### src/core/pin_select_pkg.sv
// Purpose: Shared constants and carriers for the pin-select register block.
// Assumes: 12-bit register addresses, 8-bit register data.
// Notes: Offsets are byte addresses on the plain register port.
package pin_select_pkg;

    localparam int ADDR_W = 12;
    localparam int DATA_W = 8;
    localparam int SEL_W = 5;
    localparam int NUM_IN_SEL = 10;
    localparam int NUM_OUT_SEL = 3;
    localparam int NUM_PINS = 32;

    // Register offsets
    localparam logic [11:0] OFS_PIN0_FUNC = 12'hec6;
    localparam logic [11:0] OFS_PIN1_FUNC = 12'hec7;
    localparam logic [11:0] OFS_PIN2_FUNC = 12'hec8;
    localparam logic [11:0] OFS_CAPTURE1 = 12'heed;
    localparam logic [11:0] OFS_CAPTURE2 = 12'heee;
    localparam logic [11:0] OFS_TIMER1_GATE = 12'hef2;
    localparam logic [11:0] OFS_TIMER3_GATE = 12'hef3;
    localparam logic [11:0] OFS_SERIAL2_RX = 12'hef6;
    localparam logic [11:0] OFS_SERIAL2_CLK = 12'hef7;
    localparam logic [11:0] OFS_SPI2_DIN = 12'hefb;
    localparam logic [11:0] OFS_SPI2_CLK = 12'hefc;
    localparam logic [11:0] OFS_SPI2_SEL = 12'hefd;
    localparam logic [11:0] OFS_PWM_FAULT = 12'hefe;
    localparam logic [11:0] OFS_LOCK_CTRL = 12'heff;

    // Reset values and field positions
    localparam logic [4:0] IN_SEL_RESET = 5'h1f;
    localparam logic [4:0] OUT_SEL_RESET = 5'h00;
    localparam int LOCK_BIT = 0;

    // Index order of input-select fields
    localparam int IDX_CAPTURE_A = 0;
    localparam int IDX_CAPTURE_B = 1;
    localparam int IDX_TIMER_A_GATE = 2;
    localparam int IDX_TIMER_C_GATE = 3;
    localparam int IDX_SERIAL_B_RX = 4;
    localparam int IDX_SERIAL_B_CLK = 5;
    localparam int IDX_SPI_B_DIN = 6;
    localparam int IDX_SPI_B_CLK = 7;
    localparam int IDX_SPI_B_SEL = 8;
    localparam int IDX_PWM_FAULT = 9;

    // Register port request
    typedef struct packed {
        logic [11:0] addr;
        logic [7:0] wdata;
        logic wr;
        logic rd;
    } reg_req_t;

    // Routed peripheral inputs
    typedef struct packed {
        logic capture_a;
        logic capture_b;
        logic timer_a_gate;
        logic timer_c_gate;
        logic serial_b_receive;
        logic serial_b_clock;
        logic spi_b_data_in;
        logic spi_b_clock;
        logic spi_b_select_input;
        logic pwm_fault_input;
    } periph_in_t;

endpackage : pin_select_pkg

### src/core/pin_level_sync.sv
// Purpose: Two-flop synchroniser for a bus of pin levels.
// Assumes: Pins are asynchronous to clk.
// Notes: Both stages reset to zero, so idle-high lines read low until two clocks after reset.
module pin_level_sync #(
    parameter int WIDTH = 32
) (
    input wire logic clk,
    input wire logic rst,
    input wire logic [WIDTH-1:0] async_in,
    output logic [WIDTH-1:0] sync_out
);

    logic [WIDTH-1:0] meta_q;

    // First stage feeds only the second stage
    always_ff @(posedge clk or posedge rst) begin
        if (rst) begin
            meta_q <= '0;
            sync_out <= '0;
        end else begin
            meta_q <= async_in;
            sync_out <= meta_q;
        end
    end

endmodule : pin_level_sync

### src/core/remappable_pin_select_regs.sv
// Purpose: Register file and routing for remappable pin selection.
// Assumes: One 100 MHz clock, plain register port, reads answer next cycle.
// Notes: Lock control register sits at its own offset beside the selects.
//
// Design decision made here: the strobed register port.
import pin_select_pkg::*;

// Overview of operation
// Select writes are ignored while the lock bit is set.
// Bits 7 to 5 of every select register ignore writes, read zero.
// Input-select fields are 5 bits and reset to all ones.
// Two fields pick the pins for capture channels one and two.
// Two fields pick the pins for timer one and timer three gates.
// Two fields route pins to second serial port receive and clock.
// Three fields route pins to second SPI data, clock and select.
// One field picks the pin driving the PWM fault input.
// Pins 0 to 2 each pick an output function; fields reset to zero.
// Every reset clears the lock bit.
// With the one-way option set, software cannot clear a set lock.
// Software writes the two-byte key sequence before changing the lock; the block does not check it.
// Each peripheral input is muxed from pins by its stored number.
module remappable_pin_select_regs #(
    parameter int NUM_FUNCS = 32
) (
    input wire logic clk,
    input wire logic rst,
    input pin_select_pkg::reg_req_t req,
    output logic [pin_select_pkg::DATA_W-1:0] rdata,
    input wire logic one_way_lock_option,
    input wire logic [pin_select_pkg::NUM_PINS-1:0] remappable_pin,
    input wire logic [NUM_FUNCS-1:0] periph_out_func,
    output pin_select_pkg::periph_in_t periph_in,
    output logic [pin_select_pkg::NUM_OUT_SEL-1:0] pin_out,
    output logic [pin_select_pkg::NUM_OUT_SEL-1:0][4:0] pin_func_sel,
    output logic pin_config_lock
);
    import pin_select_pkg::*;

    logic [NUM_IN_SEL-1:0][SEL_W-1:0] in_sel_q;
    logic [NUM_OUT_SEL-1:0][SEL_W-1:0] out_sel_q;
    logic lock_q;
    logic [DATA_W-1:0] rdata_q;
    logic [DATA_W-1:0] rdata_d;
    logic [NUM_PINS-1:0] pin_sync;
    logic [NUM_IN_SEL-1:0] routed_d;
    logic [NUM_IN_SEL-1:0] routed_q;
    logic [NUM_OUT_SEL-1:0] pin_out_q;
    logic [NUM_IN_SEL-1:0] in_hit;
    logic [NUM_OUT_SEL-1:0] out_hit;
    logic [NUM_IN_SEL-1:0][ADDR_W-1:0] in_ofs;
    logic [NUM_OUT_SEL-1:0][ADDR_W-1:0] out_ofs;
    logic lock_hit;
    logic sel_wr_ok;
    logic lock_d;

    // Offset table in the same index order as the input fields
    assign in_ofs[IDX_CAPTURE_A] = OFS_CAPTURE1;
    assign in_ofs[IDX_CAPTURE_B] = OFS_CAPTURE2;
    assign in_ofs[IDX_TIMER_A_GATE] = OFS_TIMER1_GATE;
    assign in_ofs[IDX_TIMER_C_GATE] = OFS_TIMER3_GATE;
    assign in_ofs[IDX_SERIAL_B_RX] = OFS_SERIAL2_RX;
    assign in_ofs[IDX_SERIAL_B_CLK] = OFS_SERIAL2_CLK;
    assign in_ofs[IDX_SPI_B_DIN] = OFS_SPI2_DIN;
    assign in_ofs[IDX_SPI_B_CLK] = OFS_SPI2_CLK;
    assign in_ofs[IDX_SPI_B_SEL] = OFS_SPI2_SEL;
    assign in_ofs[IDX_PWM_FAULT] = OFS_PWM_FAULT;
    assign out_ofs[0] = OFS_PIN0_FUNC;
    assign out_ofs[1] = OFS_PIN1_FUNC;
    assign out_ofs[2] = OFS_PIN2_FUNC;

    // Address decode
    assign lock_hit = (req.addr == OFS_LOCK_CTRL);
    assign sel_wr_ok = req.wr && !lock_q;

    // Pins are asynchronous, so they pass two flops before the muxes
    pin_level_sync #(
        .WIDTH(NUM_PINS)
    ) u_pin_sync (
        .clk(clk),
        .rst(rst),
        .async_in(remappable_pin),
        .sync_out(pin_sync)
    );

    // Per-field decode, storage and routing
    for (genvar i = 0; i < NUM_IN_SEL; i++) begin : g_in
        assign in_hit[i] = (req.addr == in_ofs[i]);
        assign routed_d[i] = pin_sync[in_sel_q[i]];

        always_ff @(posedge clk or posedge rst) begin
            if (rst) begin
                in_sel_q[i] <= IN_SEL_RESET;
            end else if (sel_wr_ok && in_hit[i]) begin
                in_sel_q[i] <= req.wdata[SEL_W-1:0];
            end
        end
    end

    for (genvar j = 0; j < NUM_OUT_SEL; j++) begin : g_out
        logic [NUM_FUNCS-1:0] func_vec;
        assign out_hit[j] = (req.addr == out_ofs[j]);
        assign func_vec = periph_out_func;

        always_ff @(posedge clk or posedge rst) begin
            if (rst) begin
                out_sel_q[j] <= OUT_SEL_RESET;
            end else if (sel_wr_ok && out_hit[j]) begin
                out_sel_q[j] <= req.wdata[SEL_W-1:0];
            end
        end

        // Function numbers past the table drive the pin low
        always_ff @(posedge clk or posedge rst) begin
            if (rst) begin
                pin_out_q[j] <= 1'b0;
            end else begin
                pin_out_q[j] <= (int'(out_sel_q[j]) < NUM_FUNCS) ?
                    func_vec[out_sel_q[j]] : 1'b0;
            end
        end
    end

    // Lock: a set lock stays set under the one-way option until reset
    always_comb begin
        lock_d = lock_q;
        if (req.wr && lock_hit) begin
            if (req.wdata[LOCK_BIT]) begin
                lock_d = 1'b1;
            end else if (!one_way_lock_option) begin
                lock_d = 1'b0;
            end
        end
    end

    // No key sequence is checked; a write to the lock offset updates the lock, except a clear that the one-way option blocks
    always_ff @(posedge clk or posedge rst) begin
        if (rst) begin
            lock_q <= 1'b0;
        end else begin
            lock_q <= lock_d;
        end
    end

    // Read mux; bits above the field read as zero, unmapped reads zero
    always_comb begin
        rdata_d = '0;
        for (int k = 0; k < NUM_IN_SEL; k++) begin
            if (in_hit[k]) begin
                rdata_d = {3'h0, in_sel_q[k]};
            end
        end
        for (int k = 0; k < NUM_OUT_SEL; k++) begin
            if (out_hit[k]) begin
                rdata_d = {3'h0, out_sel_q[k]};
            end
        end
        if (lock_hit) begin
            rdata_d = {7'h00, lock_q};
        end
    end

    // Read data stand only in the cycle after the strobe
    always_ff @(posedge clk or posedge rst) begin
        if (rst) begin
            rdata_q <= '0;
        end else if (req.rd) begin
            rdata_q <= rdata_d;
        end else begin
            rdata_q <= '0;
        end
    end

    // Routed inputs registered so peripherals see clean levels
    always_ff @(posedge clk or posedge rst) begin
        if (rst) begin
            routed_q <= '0;
        end else begin
            routed_q <= routed_d;
        end
    end

    assign rdata = rdata_q;
    assign pin_config_lock = lock_q;
    assign pin_out = pin_out_q;
    assign pin_func_sel = out_sel_q;

    // Field to peripheral mapping
    assign periph_in.capture_a = routed_q[IDX_CAPTURE_A];
    assign periph_in.capture_b = routed_q[IDX_CAPTURE_B];
    assign periph_in.timer_a_gate = routed_q[IDX_TIMER_A_GATE];
    assign periph_in.timer_c_gate = routed_q[IDX_TIMER_C_GATE];
    assign periph_in.serial_b_receive = routed_q[IDX_SERIAL_B_RX];
    assign periph_in.serial_b_clock = routed_q[IDX_SERIAL_B_CLK];
    assign periph_in.spi_b_data_in = routed_q[IDX_SPI_B_DIN];
    assign periph_in.spi_b_clock = routed_q[IDX_SPI_B_CLK];
    assign periph_in.spi_b_select_input = routed_q[IDX_SPI_B_SEL];
    assign periph_in.pwm_fault_input = routed_q[IDX_PWM_FAULT];

endmodule : remappable_pin_select_regs

### config.mk
export PLATFORM = sky130hd
export DESIGN_NAME = remappable_pin_select_regs
export DESIGN_NICKNAME = d
export VERILOG_FILES = /design/src/core/pin_select_pkg.sv /design/src/core/pin_level_sync.sv /design/src/core/remappable_pin_select_regs.sv
export SDC_FILE = /design/constraint.sdc
export NUM_CORES = 1
export LEC_CHECK = 0
export ABC_AREA = 1
export BUFFER_PORTS_ARGS = -buffer_cell sky130_fd_sc_hd__buf_2
export CORE_MARGIN = 3
export CORE_UTILIZATION = 41
export CTS_CLUSTER_SIZE = 28
export DETAILED_ROUTE_END_ITERATION = 7
export MAX_ROUTING_LAYER = met4
export REMOVE_ABC_BUFFERS = 1
export SETUP_SLACK_MARGIN = 0.02
export SLEW_MARGIN = 10
export SYNTH_ARGS = -nofsm -noshare
export SYNTH_HDL_FRONTEND = slang
export SYNTH_SLANG_ARGS = --single-unit
export TNS_END_PERCENT = 5
### constraint.sdc
create_clock -name clk -period 4.1 [get_ports clk]
set_clock_uncertainty 0.1 [all_clocks]
set_input_delay 0.41 -clock clk [delete_from_list [all_inputs] [get_ports clk]]
set_output_delay 0.41 -clock clk [all_outputs]
set_load 0.1 [all_outputs]
==> results.sh, run 1 <==
export IMPL_ir_worst_vdd_mv=0.245
export IMPL_worstMarginPinSlew_ps=1090
export IMPL_layout_common_cells="o21ai_0, nor2_1, nand2_1"
export IMPL_power_density_nw_per_um2=324
export IMPL_clk_latency_ps=440
export IMPL_p_leak_nw=4.19
export IMPL_critPathBufInv=1
export IMPL_die_area_um2=24000
export IMPL_final_core_util_pct=49.3
export IMPL_drc=0
export IMPL_syn2layout_area_growth_pct=16.1
export IMPL_cp_slowest_cell="dfrtp_1"
export IMPL_cts_root_buf="clkbuf_16"
export IMPL_crit_family="flip-flops"
export IMPL_mostFrequentLayoutCell="o21ai_0"
export IMPL_synth_edff_count=0
export IMPL_drt_first_iter_violations=1217
export IMPL_max_freq_ghz=0.429
export IMPL_n_fill_cell=2134
export IMPL_synth_cell_type_count=33
export IMPL_vias=9560
export IMPL_htree_levels=4
export IMPL_synth_area_um2=9100
export IMPL_endpoint_kind="primary output"
export IMPL_fin_area_um2=10600
export IMPL_maxSlewViolCount=0
export IMPL_synthesis_area_per_instance_um2=7.38
export IMPL_place_area_um2=9660
export IMPL_setup_viol_count_final=0
export IMPL_die_x_um=155
export IMPL_antenna_found_initial=0
export IMPL_first_pass_iters=6
export IMPL_die_y_um=155
export IMPL_status="completed"
export IMPL_ioPinCount=126
export IMPL_initial_core_util_pct=42.5
export IMPL_grt_ovfl_total=0
export IMPL_cts_made_buffers=17
export IMPL_synth_seq_cells=148
export IMPL_cts_path_max_buffers=2
export IMPL_period_share_pct=56.9
export IMPL_arrival_ps=1820
export IMPL_dp_hpwl_mm=21.5
export IMPL_critical_path_max_fanout=20
export IMPL_drive_above_1_share_pct=17.2
export IMPL_ys_warn_count=0
export IMPL_grt_pass1_vias=8437
export IMPL_crit_type="reg2out"
export IMPL_track_usage_pct=27.2
export IMPL_maxCapViolations=0
export IMPL_ys_flop_type="dfrtp_1"
export IMPL_cts_tree="done"
export IMPL_numPortBuffers=119
export IMPL_cts_sinks=148
export IMPL_worst_hold_slack_ps=123
export IMPL_vias_per_cell=5.98
export IMPL_cpPeakStageDelay_ps=830
export IMPL_wl_per_cell_um=20.2
export IMPL_synth_cells=1234
export IMPL_postSynth_asyncResetShare_pct=100
export IMPL_place_ws_ps=1710
export IMPL_fp_row_count=53
export IMPL_postRouteAntennaNets=0
export IMPL_place_congestion=0.966
export IMPL_coreArea_um2=21400
export IMPL_hold_path_class="in2reg"
export IMPL_setup_slack_ps=1770
export IMPL_rsz0062_at_grt="no"
export IMPL_wirelength_mm=32.3
export IMPL_min_period_ps=2330
export IMPL_hold_viol=0
export IMPL_slew_headroom_pct=27.1
export IMPL_fin_nets=1399
export IMPL_worstSetupStartpointType="flop"
export IMPL_antenna_cells=0
export IMPL_grt_max_degree=76
export IMPL_grt_pass1_wl_mm=49.4
export IMPL_path_cells="buf_2"
export IMPL_finalPower_mw=3.42
export IMPL_cts_clk_slew_worst_paths_ps=70
export IMPL_cp_required_ps=3590
export IMPL_yosysSeqAreaShare_pct=41.4
sequential cells by signal (all words and copies together), names as in the netlist:
| register | cells |
|---|---|
| u_pin_sync.sync_out | 32 |
| u_pin_sync.meta_q | 32 |
| in_sel_q | 50 |
| pin_out | 3 |
| rdata | 5 |
| pin_func_sel | 15 |
| pin_config_lock | 1 |
| routed_q | 10 |
cells in the mapped netlist (2+ instances only):
cell type / n / share of area (%)
nor3_2: 2 / 0.22
dfrtp_1: 98 / 27
inv_2: 5 / 0.21
nand4_2: 2 / 0.27
buf_1: 6 / 0.25
nand3_1: 37 / 2.0
a32oi_1: 13 / 1.3
inv_1: 75 / 3.1
o21ai_1: 4 / 0.22
nor2_2: 7 / 0.48
o21ai_0: 254 / 14
buf_2: 21 / 1.2
o21a_1: 6 / 0.49
o22ai_1: 11 / 0.76
clkbuf_1: 67 / 2.8
dfstp_2: 50 / 14
a21oi_1: 44 / 2.4
o211ai_1: 9 / 0.74
a32o_1: 3 / 0.33
nor2_4: 5 / 0.62
a311oi_1: 5 / 0.48
mux2i_1: 7 / 0.77
nand4_1: 13 / 0.89
nor2_1: 214 / 8.8
nand2_1: 177 / 7.3
buf_4: 4 / 0.33
o221ai_1: 76 / 7.3
a31oi_1: 14 / 0.96
area by class of cell:
cell class	count	area [um^2]	area share, %
Clock buffer	18	429	4.06
Multi-Input combinational cell	910	4630	43.9
Tap cell	275	344	3.26
Timing Repair Buffer	153	946	8.96
Clock inverter	14	139	1.31
Sequential cell	148	3770	35.7
Inverter	80	305	2.89
through the flow:
stage	TNS (ps)	std cells
finish	0	1598
global route	0	1598
CTS	0	1598
detailed placement	0	1533
global placement	0	1533
floorplan	-30080	1138
layer usage:
layer / track usage [%] / up-vias / share of wire, %
met5: - / - / 0
met4: 9.25 / 0 / 3.1
met3: 4.51 / 81 / 10
met2: 38.1 / 549 / 43
met1: 39.9 / 4475 / 43
li1: - / 4455 / -
cells by family (layout without fill, tap and decap cells):
logic type	Yosys count	in the layout	share of synthesized area [%]
AO/OA/AOI/OAI	440	440	29.0
buffers and inverters	178	265	7.79
flip-flops	148	148	41.4
multiplexers	7	7	0.770
other	1	3	0.0412
AND/OR/NAND/NOR	460	460	21.0
worst paths after layout:
| path | startpoint | end | slack, ps | cells past startpoint |
|---|---|---|---|---|
| min in group asynchronous | rst | pin_func_sel[2] | 510 | 3 |
| worst min-delay path | one_way_lock_option | pin_config_lock | 120 | 3 |
| worst min register to register | u_pin_sync.meta_q[16] | u_pin_sync.sync_out[16] | 240 | 0 |
| worst max-delay path | pin_func_sel[5] | pin_func_sel[5] | 1770 | 1 |
| max in group asynchronous | rst | u_pin_sync.meta_q[27] | 2560 | 4 |
| worst max register to register | pin_func_sel[10] | pin_out[2] | 1770 | 5 |
report_power, final:
| group | total (mW) | internal, mW | switching (mW) |
|---|---|---|---|
| clock | 1.52 | 0.806 | 0.711 |
| combinational | 0.306 | 0.102 | 0.203 |
| sequential | 1.60 | 1.50 | 0.0952 |
| total | 3.42 | 2.41 | 1.01 |
what timing repair did:
item / in CTS / in global routing
hold endpoints to repair: 36 / 0
resized for setup: 0 / 0
hold buffers: 33 / 0
setup buffers: 0 / 0
Power figures use the tool's default switching activity.
==> run 2, diff against run 1 <==
Clock period 4.1 ns to 2.2 ns, I/O delays scaled along.
==> run 2 against run 1 <==
Against the previous run:
- total power up 93%
- setup slack worse by 1500 ps
- final cell count up 2.2%
- sequential share of layout area down 1.0 points
- core utilization up 1.4 points
==> results.sh, run 2 (synthesis results as in run 1) <==
export IMPL_layout_common_cells="o21ai_0, nor2_1, nand2_1"
export IMPL_wirelength_mm=33.3
export IMPL_setup_slack_ps=308
export IMPL_crit_family="flip-flops"
export IMPL_maxCapViolations=0
export IMPL_power_density_nw_per_um2=609
export IMPL_vias=9783
export IMPL_grt_ovfl_total=0
export IMPL_coreArea_um2=21400
export IMPL_top_layer="met4"
export IMPL_min_period_ps=1890
export IMPL_cts_repair_resized=0
export IMPL_pwr_share_seq_pct=44.8
export IMPL_met2RoutedLength_mm=14.3
export IMPL_reg2reg_depth=7
export IMPL_top_register="in_sel_q"
export IMPL_wl_met1_mm=14.5
export IMPL_rsz0062_at_grt="no"
export IMPL_setup_viol_count_final=0
export IMPL_grt_max_degree=50
export IMPL_cp_required_ps=1880
export IMPL_hold_viol=0
export IMPL_mostFrequentLayoutCell="o21ai_0"
export IMPL_ir_worst_vdd_mv=0.505
export IMPL_grt_pass1_wl_mm=50.6
export IMPL_dp_hpwl_mm=22.7
export IMPL_place_inst=1566
export IMPL_p_switching_mw=1.87
export IMPL_min_path_cells=4
export IMPL_intPower_mw=4.74
export IMPL_cts_clk_slew_worst_paths_ps=70
export IMPL_ioPinCount=126
export IMPL_cpPeakStageDelay_ps=620
export IMPL_pwr_share_clk_pct=45.9
export IMPL_hold_path_class="in2reg"
export IMPL_track_usage_pct=27.9
export IMPL_worstSetupStartpointType="flop"
export IMPL_numPortBuffers=119
export IMPL_initial_core_util_pct=42.5
export IMPL_power_frac_comb_pct=9.3
export IMPL_die_y_um=155
export IMPL_period_share_pct=86.0
export IMPL_max_freq_ghz=0.529
export IMPL_critPathBufInv=1
export IMPL_wl_per_cell_um=20.4
export IMPL_fp_row_count=53
export IMPL_place_ws_ps=203
export IMPL_cts_root_buf="clkbuf_16"
export IMPL_largest_register_ff_count=50
export IMPL_syn2layout_area_growth_pct=19.5
export IMPL_cts_sinks=148
export IMPL_vias_per_cell=5.99
export IMPL_instances_no_fill=1633
export IMPL_clk_latency_ps=430
export IMPL_cts_tree="done"
export IMPL_cts_made_buffers=17
export IMPL_cp_slowest_cell="dfrtp_1"
export IMPL_reg_largest_list="in_sel_q: 50 flops, u_pin_sync.meta_q: 32 flops, u_pin_sync.sync_out: 32 flops"
export IMPL_die_area_um2=24000
export IMPL_die_x_um=155
export IMPL_drt_first_iter_violations=1179
export IMPL_slew_headroom_pct=56.1
export IMPL_critical_path_max_fanout=13
export IMPL_worstMarginPinSlew_ps=658
export IMPL_htree_levels=4
export IMPL_postRouteAntennaNets=0
export IMPL_antenna_cells=0
export IMPL_fin_area_um2=10900
export IMPL_wl_met3_mm=3.21
export IMPL_cts_path_max_buffers=2
export IMPL_path_depth=1
export IMPL_endpoint_kind="primary output"
export IMPL_place_congestion=0.940
export IMPL_maxSlewViolCount=0
export IMPL_first_pass_iters=7
export IMPL_drive_above_1_share_pct=19.1
export IMPL_p_leak_nw=4.39
export IMPL_status="completed"
export IMPL_switching_share_pct=28.3
export IMPL_crit_type="reg2out"
export IMPL_fin_nets=1434
export IMPL_place_area_um2=9910
export IMPL_path_cells="buf_2"
export IMPL_worst_hold_slack_ps=25.0
export IMPL_grt_pass1_vias=8741
export IMPL_drc=0
export IMPL_antenna_found_initial=0
export IMPL_finalPower_mw=6.62
export IMPL_arrival_ps=1570
[run 2: cell types whose count changed in the layout (fill, tap and decap cells not counted), sizes merged]
| cell | before | now |
|---|---|---|
| buf | 120 | 153 |
| bufinv | 0 | 2 |
| clkinv | 3 | 1 |
| dlygate4sd3 | 33 | 35 |
[run 2: worst register-to-register path: cells and delay by family, from the launching register on]
kind,cells,cell delay [ps]
compound gates,4,630
buf+inv,1,210
flops,1,690
simple gates,2,130
[run 2: timing repair]
action	CTS	global route
endpoints found under the hold margin	57	0
setup buffers	0	0
hold buffers	35	0
[run 2: power by group through the flow]
| stage | logic [mW] | registers (mW) | clock network (mW) |
|---|---|---|---|
| 2_1_floorplan | 0.236 | 3.02 | 0 |
| 3_3_place_gp | 0.562 | 2.99 | 0 |
| 3_5_place_dp | 0.566 | 3.00 | 0 |
| 4_1_cts | 0.614 | 2.95 | 3.09 |
| 5_1_grt | 0.672 | 2.96 | 3.20 |
| 6_report | 0.616 | 2.96 | 3.04 |
[run 2: per-layer routing]
layer | vias to the layer above | global-route usage (%)
met5 | - | -
met4 | 0 | 11.0
met3 | 97 | 4.65
met2 | 568 | 39.0
met1 | 4590 | 40.3
li1 | 4528 | -
[run 2: cell type report]
cell class / count / area [um^2]
fill: 2101 / 10500
multi-input combinational: 910 / 4630
sequential: 148 / 3770
timing repair buffer: 188 / 1210
clock buffer: 18 / 429
tap: 275 / 344
inverter: 80 / 305
clock inverter: 14 / 180
[run 2: path summary, 6_finish.rpt]
check | to | from | slack (ps)
min in group asynchronous | pin_func_sel[0] | rst | 230
worst min-delay path | rdata[0] | req[0] | 20
worst max register to register | routed_q[4] | in_sel_q[20] | 310
worst min register to register | u_pin_sync.sync_out[9] | u_pin_sync.meta_q[9] | 250
worst max-delay path | pin_func_sel[6] | pin_func_sel[6] | 310
max in group asynchronous | in_sel_q[35] | rst | 990
[run 2: metrics by stage]
step / TNS [ps] / utilization [%]
after detailed placement: 0 / 46.3
final: 0 / 50.8
after global routing: 0 / 50.8
after floorplan: -245980 / -
after global placement: 0 / 46.3
after CTS: 0 / 50.8
